===== src/include/cep_regs.svh =====
// constants and behaviour list for the command entry panel
// Behaviour
// [RL1] Each function-code module has four toggle switches, one per code bit, and the panel holds four modules.
// [RL2] The lower lamp of a function switch lights red when its entered bit is one.
// [RL3] Each press of a function switch flips its entered bit.
// [RL4] The computer drives the upper white lamp of each switch to show a verified transmitted one.
// [RL5] The execute lamp lights green while a function-code command is in process at the computer.
// [RL6] In lockout the lockout lamp is lit and no function code is executed or sent.
// [RL7] Lockout does not block entry of function-code bits.
// [RL8] A code entered in lockout is sent only after lockout is removed and execute is pressed again.
// [RL9] Holding lamp check forces all function-switch, execute and lockout lamps on; the code forces only the function-code lamps, not the parameter execute lamp.
// [RL10] The parameter module takes ten digit positions, each from a twelve-position rotary switch.
// [RL11] Each position encodes digits zero to nine, plus or minus, and its indicator shows the selection.
// [RL12] The parameter execute lamp lights only while the command is on the lines to the computer.
// [RL13] After a parameter command the computer sends a verify word that lights the verify lamps.
// [RL14] The computer issues a single command or a subroutine series depending on the code.
// [RL15] The function-code execute lamp is set by the press and cleared only by the computer's acknowledge; lockout also clears a queued, unsent press.
// [RL16] Every switch press is debounced so one press gives one toggle or one execute request.
`ifndef CEP_REGS_SVH
`define CEP_REGS_SVH
`define CEP_NUM_MODULES    4
`define CEP_CODE_BITS      4
`define CEP_NUM_DIGITS     10
`define CEP_ROTARY_POS     12
`define CEP_CHAR_BITS      4
`define CEP_VERIFY_BITS    4
`define CEP_DEBOUNCE_NS    5000000
`define CEP_CLK_NS         25
`define CEP_DEBOUNCE_CYC   ((`CEP_DEBOUNCE_NS + `CEP_CLK_NS - 1) / `CEP_CLK_NS)
`define CEP_CHAR_PLUS      4'hA
`define CEP_CHAR_MINUS     4'hB
`endif


===== src/include/cep_pkg.sv =====
// types shared by the command entry panel
package cep_pkg;
   typedef struct packed {
      logic [3:0] code;       // function code carried to the computer
      logic [1:0] module_sel; // which function-code module sends
   } cep_fcmd_type;
   typedef struct packed {
      logic [39:0] digits;    // ten four-bit characters, digit 0 in low bits
   } cep_pcmd_type;
   typedef enum logic [1:0] {
      CEP_P_IDLE = 2'b00,
      CEP_P_SEND = 2'b01,
      CEP_P_WAIT = 2'b10
   } cep_pstate_type;
endpackage


===== src/rtl/cep_panel.sv =====
// command entry panel: four function-code modules and one parameter module
`timescale 1ns/1ps
`include "cep_regs.svh"
module cep_panel #(
   parameter int NUM_MODULES  = `CEP_NUM_MODULES,
   parameter int DEBOUNCE_CYC = `CEP_DEBOUNCE_CYC
) (
   // clock and reset
   input  wire logic                   ref_clk,
   input  wire logic                   reset,
   // function-code module switches, four code bits per module, one execute and one lockout bit per module
   input  wire logic [NUM_MODULES*4-1:0] function_switch,
   input  wire logic [NUM_MODULES-1:0] execute_request,
   input  wire logic [NUM_MODULES-1:0] command_lockout,
   input  wire logic                   lamp_check,
   // function-code link to the computer
   output cep_pkg::cep_fcmd_type       fcmd,
   output logic                        fcmd_valid,
   input  wire logic                   fcmd_ack,
   input  wire logic [NUM_MODULES*4-1:0] verified_bits,
   // function-code lamps
   output logic [NUM_MODULES*4-1:0]    entry_lamp,
   output logic [NUM_MODULES*4-1:0]    verified_lamp,
   output logic [NUM_MODULES-1:0]      execute_lamp,
   output logic [NUM_MODULES-1:0]      lockout_lamp,
   // parameter module switches and link
   input  wire logic [10*4-1:0]        rotary_position,
   input  wire logic                   param_execute_request,
   input  wire logic                   param_lockout,
   output cep_pkg::cep_pcmd_type       pcmd,
   output logic                        pcmd_valid,
   input  wire logic                   pcmd_taken,
   input  wire logic                   verify_valid,
   input  wire logic [3:0]             verify_word,
   // parameter lamps
   output logic [10*4-1:0]             char_display,
   output logic                        param_execute_lamp,
   output logic [3:0]                  verify_lamp
);
   import cep_pkg::*;

   // one debounce lane per raw switch, counters sized to the window
   localparam int NSW = NUM_MODULES * 6 + 1;
   localparam int DBW = $clog2(DEBOUNCE_CYC + 1);

   // the link names the sender in two bits, so four modules at most
   generate
      if (NUM_MODULES < 1 || NUM_MODULES > `CEP_NUM_MODULES ||
          DEBOUNCE_CYC < 1) begin : g_bad_cfg
         $error("cep_panel: unsupported parameters");
      end
   endgenerate

   // ==========================================================
   // switch debounce
   // ==========================================================
   wire logic [NSW-1:0] raw_sw = {param_execute_request, command_lockout,
                                 execute_request, function_switch};
   logic [NSW-1:0] clean_sw;
   logic [NSW-1:0] clean_q;
   wire  logic [NSW-1:0] press = clean_sw & ~clean_q;  // rising edge, one per press

   // trade-off: a long window rejects bounce but delays every press
   genvar g;
   generate
      for (g = 0; g < NSW; g++) begin : g_db
         logic [DBW-1:0] cnt;
         // level must hold stable a full window before it is believed
         always_ff @(posedge ref_clk or posedge reset) begin
            if (reset) begin
               cnt         <= '0;
               clean_sw[g] <= 1'b0;
            end else if (raw_sw[g] == clean_sw[g]) begin
               cnt <= '0;
            end else if (cnt == DBW'(DEBOUNCE_CYC - 1)) begin
               cnt         <= '0;
               clean_sw[g] <= raw_sw[g];  // RL16
            end else begin
               cnt <= cnt + 1'b1;
            end
         end
      end
   endgenerate

   always_ff @(posedge ref_clk or posedge reset) begin
      if (reset) clean_q <= '0;
      else       clean_q <= clean_sw;
   end

   // split the debounced edges back into their switch groups
   wire logic [NUM_MODULES*4-1:0] fsw_press = press[NUM_MODULES*4-1:0];
   wire logic [NUM_MODULES-1:0]   xeq_press = press[NUM_MODULES*5-1:NUM_MODULES*4];
   // lockout is a held level, not a pulse
   wire logic [NUM_MODULES-1:0]   locked    = clean_sw[NUM_MODULES*6-1:NUM_MODULES*5];
   wire logic                     pxeq_press = press[NSW-1];

   // ==========================================================
   // function-code modules
   // ==========================================================
   // entered bits, queued and in-flight requests per module
   logic [NUM_MODULES*4-1:0] entered;
   logic [NUM_MODULES-1:0]   pending;
   logic [NUM_MODULES-1:0]   busy;
   logic [1:0]               sender;

   // entry toggles regardless of lockout
   always_ff @(posedge ref_clk or posedge reset) begin
      if (reset) entered <= '0;
      else       entered <= entered ^ fsw_press;  // RL3 RL7 RL1
   end

   // a press under lockout is dropped; a fresh press after release sends
   wire logic [NUM_MODULES-1:0] next_pending =
      (pending | (xeq_press & ~locked & ~busy)) & ~locked;  // RL6 RL8

   // lowest pending module wins the single link
   // limitation: fixed priority, a chatty low module can hold off the rest
   function automatic logic [1:0] first_one(input logic [NUM_MODULES-1:0] v);
      first_one = '0;
      for (int i = NUM_MODULES - 1; i >= 0; i--)
         if (v[i]) first_one = 2'(i);
   endfunction

   // a module locked in this very cycle may not launch its stale request
   wire logic [NUM_MODULES-1:0] sendable = pending & ~locked;  // RL6
   wire logic       link_free = !fcmd_valid && (busy == '0);
   wire logic [1:0] pick      = first_one(sendable);
   wire logic       launch    = link_free && (sendable != '0);  // RL8

   always_ff @(posedge ref_clk or posedge reset) begin
      if (reset) begin
         pending    <= '0;
         busy       <= '0;
         sender     <= '0;
         fcmd_valid <= 1'b0;
         fcmd       <= '0;
      end else begin
         pending <= launch ? (next_pending & ~(NUM_MODULES'(1) << pick)) : next_pending;
         if (launch) begin
            sender     <= pick;
            busy[pick] <= 1'b1;                   // RL15
            fcmd_valid <= 1'b1;
            fcmd.code  <= entered[pick*`CEP_CODE_BITS +: `CEP_CODE_BITS];
            fcmd.module_sel <= pick;
         end else if (fcmd_valid && fcmd_ack) begin
            fcmd_valid   <= 1'b0;
            busy[sender] <= 1'b0;                 // RL15
         end
      end
   end

   // lamps, lamp check overrides all stored state
   always_ff @(posedge ref_clk or posedge reset) begin
      if (reset) begin
         entry_lamp    <= '0;
         verified_lamp <= '0;
         execute_lamp  <= '0;
         lockout_lamp  <= '0;
      end else begin
         entry_lamp    <= entered | {NUM_MODULES*4{lamp_check}};        // RL2 RL9
         verified_lamp <= verified_bits | {NUM_MODULES*4{lamp_check}};  // RL4 RL9
         execute_lamp  <= (busy | pending) | {NUM_MODULES{lamp_check}}; // RL5 RL9
         lockout_lamp  <= locked | {NUM_MODULES{lamp_check}};           // RL6 RL9
      end
   end

   // ==========================================================
   // parameter module
   // ==========================================================
   // parameter link state
   cep_pstate_type pstate;
   // out-of-range rotary codes show as the minus character
   function automatic logic [3:0] char_of(input logic [3:0] p);
      char_of = (p < 4'(`CEP_ROTARY_POS)) ? p : `CEP_CHAR_MINUS;
   endfunction

   logic [39:0] chars;
   always_comb begin
      for (int d = 0; d < `CEP_NUM_DIGITS; d++)
         chars[d*4 +: 4] = char_of(rotary_position[d*4 +: 4]);  // RL10 RL11
   end

   always_ff @(posedge ref_clk or posedge reset) begin
      if (reset) begin
         pstate             <= CEP_P_IDLE;
         pcmd               <= '0;
         pcmd_valid         <= 1'b0;
         param_execute_lamp <= 1'b0;
         verify_lamp        <= '0;
         char_display       <= '0;
      end else begin
         char_display <= chars;  // RL11
         // one word in flight; an execute pressed before the verify answer is ignored
         case (pstate)
            CEP_P_IDLE: begin
               if (pxeq_press && !param_lockout) begin
                  pstate             <= CEP_P_SEND;
                  pcmd.digits        <= chars;
                  pcmd_valid         <= 1'b1;
                  param_execute_lamp <= 1'b1;  // RL12
                  verify_lamp        <= '0;
               end
            end
            CEP_P_SEND: begin
               if (pcmd_taken) begin
                  pstate             <= CEP_P_WAIT;
                  pcmd_valid         <= 1'b0;
                  param_execute_lamp <= 1'b0;  // RL12
               end
            end
            CEP_P_WAIT: begin
               if (verify_valid) begin
                  pstate      <= CEP_P_IDLE;
                  verify_lamp <= verify_word;  // RL13
               end
            end
            default: pstate <= CEP_P_IDLE;
         endcase
      end
   end
endmodule


===== config.mk =====
export PLATFORM = sky130hd
export DESIGN_NAME = cep_panel
export DESIGN_NICKNAME = d
export VERILOG_FILES = /design/src/include/cep_pkg.sv /design/src/rtl/cep_panel.sv
export VERILOG_INCLUDE_DIRS = /design/src /design/src/include
export SDC_FILE = /design/constraint.sdc
export NUM_CORES = 1
export LEC_CHECK = 0
export BUFFER_PORTS_ARGS = -buffer_cell sky130_fd_sc_hd__buf_2
export CAP_MARGIN = 40
export CORE_ASPECT_RATIO = 1.5
export CORE_MARGIN = 8
export CORE_UTILIZATION = 65
export CTS_CLUSTER_DIAMETER = 100
export DETAILED_ROUTE_END_ITERATION = 12
export PLACE_DENSITY = 0.91
export SYNTH_ARGS = -nofsm -noshare
export SYNTH_HDL_FRONTEND = slang
export SYNTH_SLANG_ARGS = --single-unit

===== constraint.sdc =====
create_clock -name ref_clk -period 41.5 [get_ports ref_clk]
set_clock_uncertainty 0.05 [all_clocks]
set_input_delay 2.075 -clock ref_clk [delete_from_list [all_inputs] [get_ports ref_clk]]
set_output_delay 2.075 -clock ref_clk [all_outputs]
set_load 0.1 [all_outputs]

==> results summary <==
Among all stages on the critical path, the largest delay is contributed by buf_2. 225 I/O pins were placed. The buffers inserted during post-CTS setup optimization is 0. The number of buffers inserted during clock tree synthesis came out at 58.

For this run the aggregate overflow at the end of global routing stands at 0. The initial antenna violation count is 8. The critical path class is register to output port. Along the worst path, the maximum fanout reaches 5. The peak supply drop came out at 0.0316 mV. The pre-antenna-repair detailed-routing pass consisted of 6 iterations. The internal power came out at 975 uW.

The overall die height is 280 um. CTS placed an instance of clkbuf_16 at the clock tree root. Data arrives at the worst endpoint at 1.54 ns. The wire length of the first global-routing pass is 118,000 um. The via density per instance is 6.23. The worst slew slack as a fraction of its limit came out at 34.7%. The final weighted congestion in routability-driven placement came out at 0.893. The number of hold buffers added after CTS came out at 0.

For the pin with the worst max-slew slack, the measured transition is 0.979 ns. The final number of setup-violating endpoints is 0. The number of flops mapped to enable cells by yosys came out at 0.

The die is 192 um wide. The leakage power came out at 14.4 nW. The total clock sinks is 654. The library cells used most frequently in the layout, excluding fill and tap cells, are dfrtp_1, nor2_1, buf_2. The mean instance size in the synthesized netlist came out at 10.5 um^2. After floorplanning, the core was sized to cover 45,800 um^2.

Traced cell by cell, the critical path runs through buf_2. The initial DRC count is 1,918. The fraction of power consumed by the clock network is 41.1%. The share of the yosys chip area belonging to registers came out at 54.3%.

The clock input transition at the sequential cells of the worst setup and hold paths is 0.07 ns. The combinational share of power is 8.0%. The cell family contributing the most delay on the critical path is buffers and inverters.

The post-synthesis cell count is 2,881. The clock latency reported for the late side of the worst-skew pair came out at 0.62 ns. TritonCTS built the clock tree. Entering global routing, the biggest net connects 196 pins. The worst path needs 3.67 ns of the cycle, external delays included.

The data required time of the critical path is 39.37 ns. Once the floorplan was initialized, standard cells occupied 65.8% of the core. The flow ran to the end, and the final reports show no timing, DRC or antenna violations.

The final routed wirelength across all metal layers is 71,000 um. The layout-stage area growth over the synthesis result came out at 12.0%. Timing would allow up to 0.273 GHz. The total of max-cap violations is 0. The count of nets left with antenna violations after detail routing came out at 0. The startpoint type of the worst setup path is a register. In the synthesized netlist the dominant register cell turns out to be dfrtp_1. The most common cell after layout, fill and taps aside is dfrtp_1.

The number of gates resized after CTS was 0. CTS built an H-tree with a depth of 2. The die area came out at 53,600 um^2. Across all layers, the routed design uses 23,213 vias. Setup repair after global routing left no endpoint under its margin.

The highest cell delay on the worst timing path is 0.48 ns. The overall power came out at 1.31 mW. The post-synth net total is 2,998. The net switching power is 338 uW. Counting flops with an async set or reset pin after synthesis yields a share of 100%. After detailed routing, the average wire length per cell comes to 19.1 um. The netlist area before placement is 30,100 um^2.

The number of failing hold endpoints at the final stage is 0. The total negative slack for setup checks is 0 ns. The fraction of final layout cells sized beyond drive strength 1 came out at 16.0%. The sequential group share of total power is 50.9%. The final max-slew violation count came out at 0.

The number of buffer cells added on primary ports is 224. STA classifies the critical path endpoint as an output port. Counting along the longest clock path gives a buffer depth of 3. The net count reported at finish is 3,201. The flip-flop and latch count after synthesis came out at 654. The switching part of the total is 25.7%. The final critical-path share of the clock period is 8.83%. Counting distinct cell types in the post-synthesis netlist gives 60. The total number of yosys warnings is 0. The overall track demand over capacity in global routing is 26.2%.

The remaining design rule violation count is 0. The total power density per cell area came out at 38.9 nW/um^2. The sum of buffers and inverters on the critical path came out at 1. The number of cell rows came out at 96. The estimated wirelength of the detail-placed design came out at 48,500 um.

The number of global-route vias before repair is 23,894. The worst hold path belongs to the class register to register.
[path summary, 6_finish.rpt]
path	start	endpoint	slack, ns	cells past startpoint
setup / recovery	sender[1]$_DFFE_PP0P_	fcmd[1]	37.83	1
hold / removal	clean_sw[8]$_DFFE_PP0P_	clean_q[8]$_DFF_PP0_	0.39	0
setup reg to reg	g_db[16].cnt[0]$_DFF_PP0_	g_db[16].cnt[15]$_DFF_PP0_	39.07	6
hold reg to reg	clean_sw[8]$_DFFE_PP0P_	clean_q[8]$_DFF_PP0_	0.39	0
max in group asynchronous	reset	g_db[10].cnt[16]$_DFF_PP0_	38.32	3
min in group asynchronous	reset	g_db[22].cnt[11]$_DFF_PP0_	1.61	2
[cells in the mapped netlist (5+ instances only)]
cell type | n | area share (%)
a31o_2 | 10 | 0.29
nor4b_1 | 10 | 0.29
nor2_1 | 443 | 5.5
o32a_1 | 5 | 0.17
nor4bb_1 | 6 | 0.20
o21ai_0 | 46 | 0.76
dfrtp_1 | 654 | 54
ha_1 | 25 | 1.0
mux2_2 | 67 | 2.5
nor3_1 | 70 | 1.2
or2_2 | 51 | 1.1
xor2_1 | 185 | 5.4
or4b_1 | 6 | 0.20
nor4_1 | 109 | 2.3
and4_1 | 36 | 1.0
nand3_1 | 181 | 3.0
nand4_1 | 186 | 3.9
a21o_1 | 22 | 0.55
nand2b_1 | 25 | 0.52
and2_1 | 17 | 0.35
nand4bb_1 | 7 | 0.26
or4b_2 | 5 | 0.17
o31ai_1 | 9 | 0.22
and3_1 | 25 | 0.52
clkbuf_1 | 60 | 0.75
nand2_1 | 117 | 1.5
xnor2_1 | 201 | 5.8
o31ai_4 | 6 | 0.42
or3_1 | 43 | 0.89
buf_2 | 28 | 0.47
or4_1 | 21 | 0.52
inv_1 | 74 | 0.92
a21oi_1 | 55 | 0.91
buf_4 | 6 | 0.15
nor2b_1 | 16 | 0.33
o21ai_1 | 5 | 0.083
[layout make-up]
class | count | area, um^2
flip-flops and latches | 654 | 16400
multi-input cells | 2052 | 13000
fillers | 2818 | 12000
clock buffers | 82 | 1660
repair buffers | 244 | 1390
well taps | 588 | 736
inverters | 74 | 285
clock inverters | 25 | 248
diodes | 6 | 15.0
[power groups by stage]
stage,Sequential (mW),Combinational (mW),Clock [mW]
after floorplan,0.715,0.0405,0
after global placement,0.678,0.0994,0
after detailed placement,0.679,0.105,0
after CTS,0.668,0.106,0.548
after global routing,0.670,0.114,0.571
final,0.668,0.105,0.540
[through the flow]
step	cell area (um^2)	hold slack [ns]	std cells	setup WS, ns	utilization, %
after floorplan	30100	0.350	2881	21.05	-
after global placement	31600	0.369	3598	37.54	69.0
after detailed placement	31800	0.377	3612	37.61	69.5
after CTS	33700	0.395	3719	37.83	73.7
after global routing	33700	0.411	3722	37.79	73.7
final	33700	0.394	3725	37.83	73.7
[layer usage]
metal | routed length [um] | vias up | GRT usage, %
met1 | 25900 | 11558 | 30.4
li1 | - | 10496 | -
met2 | 37600 | 897 | 46.7
met3 | 4110 | 256 | 3.86
met4 | 3290 | 6 | 12.9
met5 | 38 | - | 0
[logic make-up after synthesis]
logic type | after synthesis | synth area share (%)
DFF | 654 | 54.3
AOI/OAI and AO/OA | 180 | 4.16
buffers and inverters | 175 | 2.43
xor gates and xnor gates | 386 | 11.2
and+or+nand+nor | 1391 | 24.2
adders and majority gates | 25 | 1.04
muxes | 70 | 2.60
[registers in the layout, indices dropped and copies added, names as in the netlist]
name and count:
g_db.cnt 450, pstate 2, verified_lamp 16, clean_sw 25, fcmd_valid 1, pending 4
char_display 40, clean_q 21, lockout_lamp 4, verify_lamp 4, fcmd 4, execute_lamp 4
sender 2, param_execute_lamp 1, entered 16, entry_lamp 16, pcmd 40, busy 4
(Power assumes the default switching activity.)
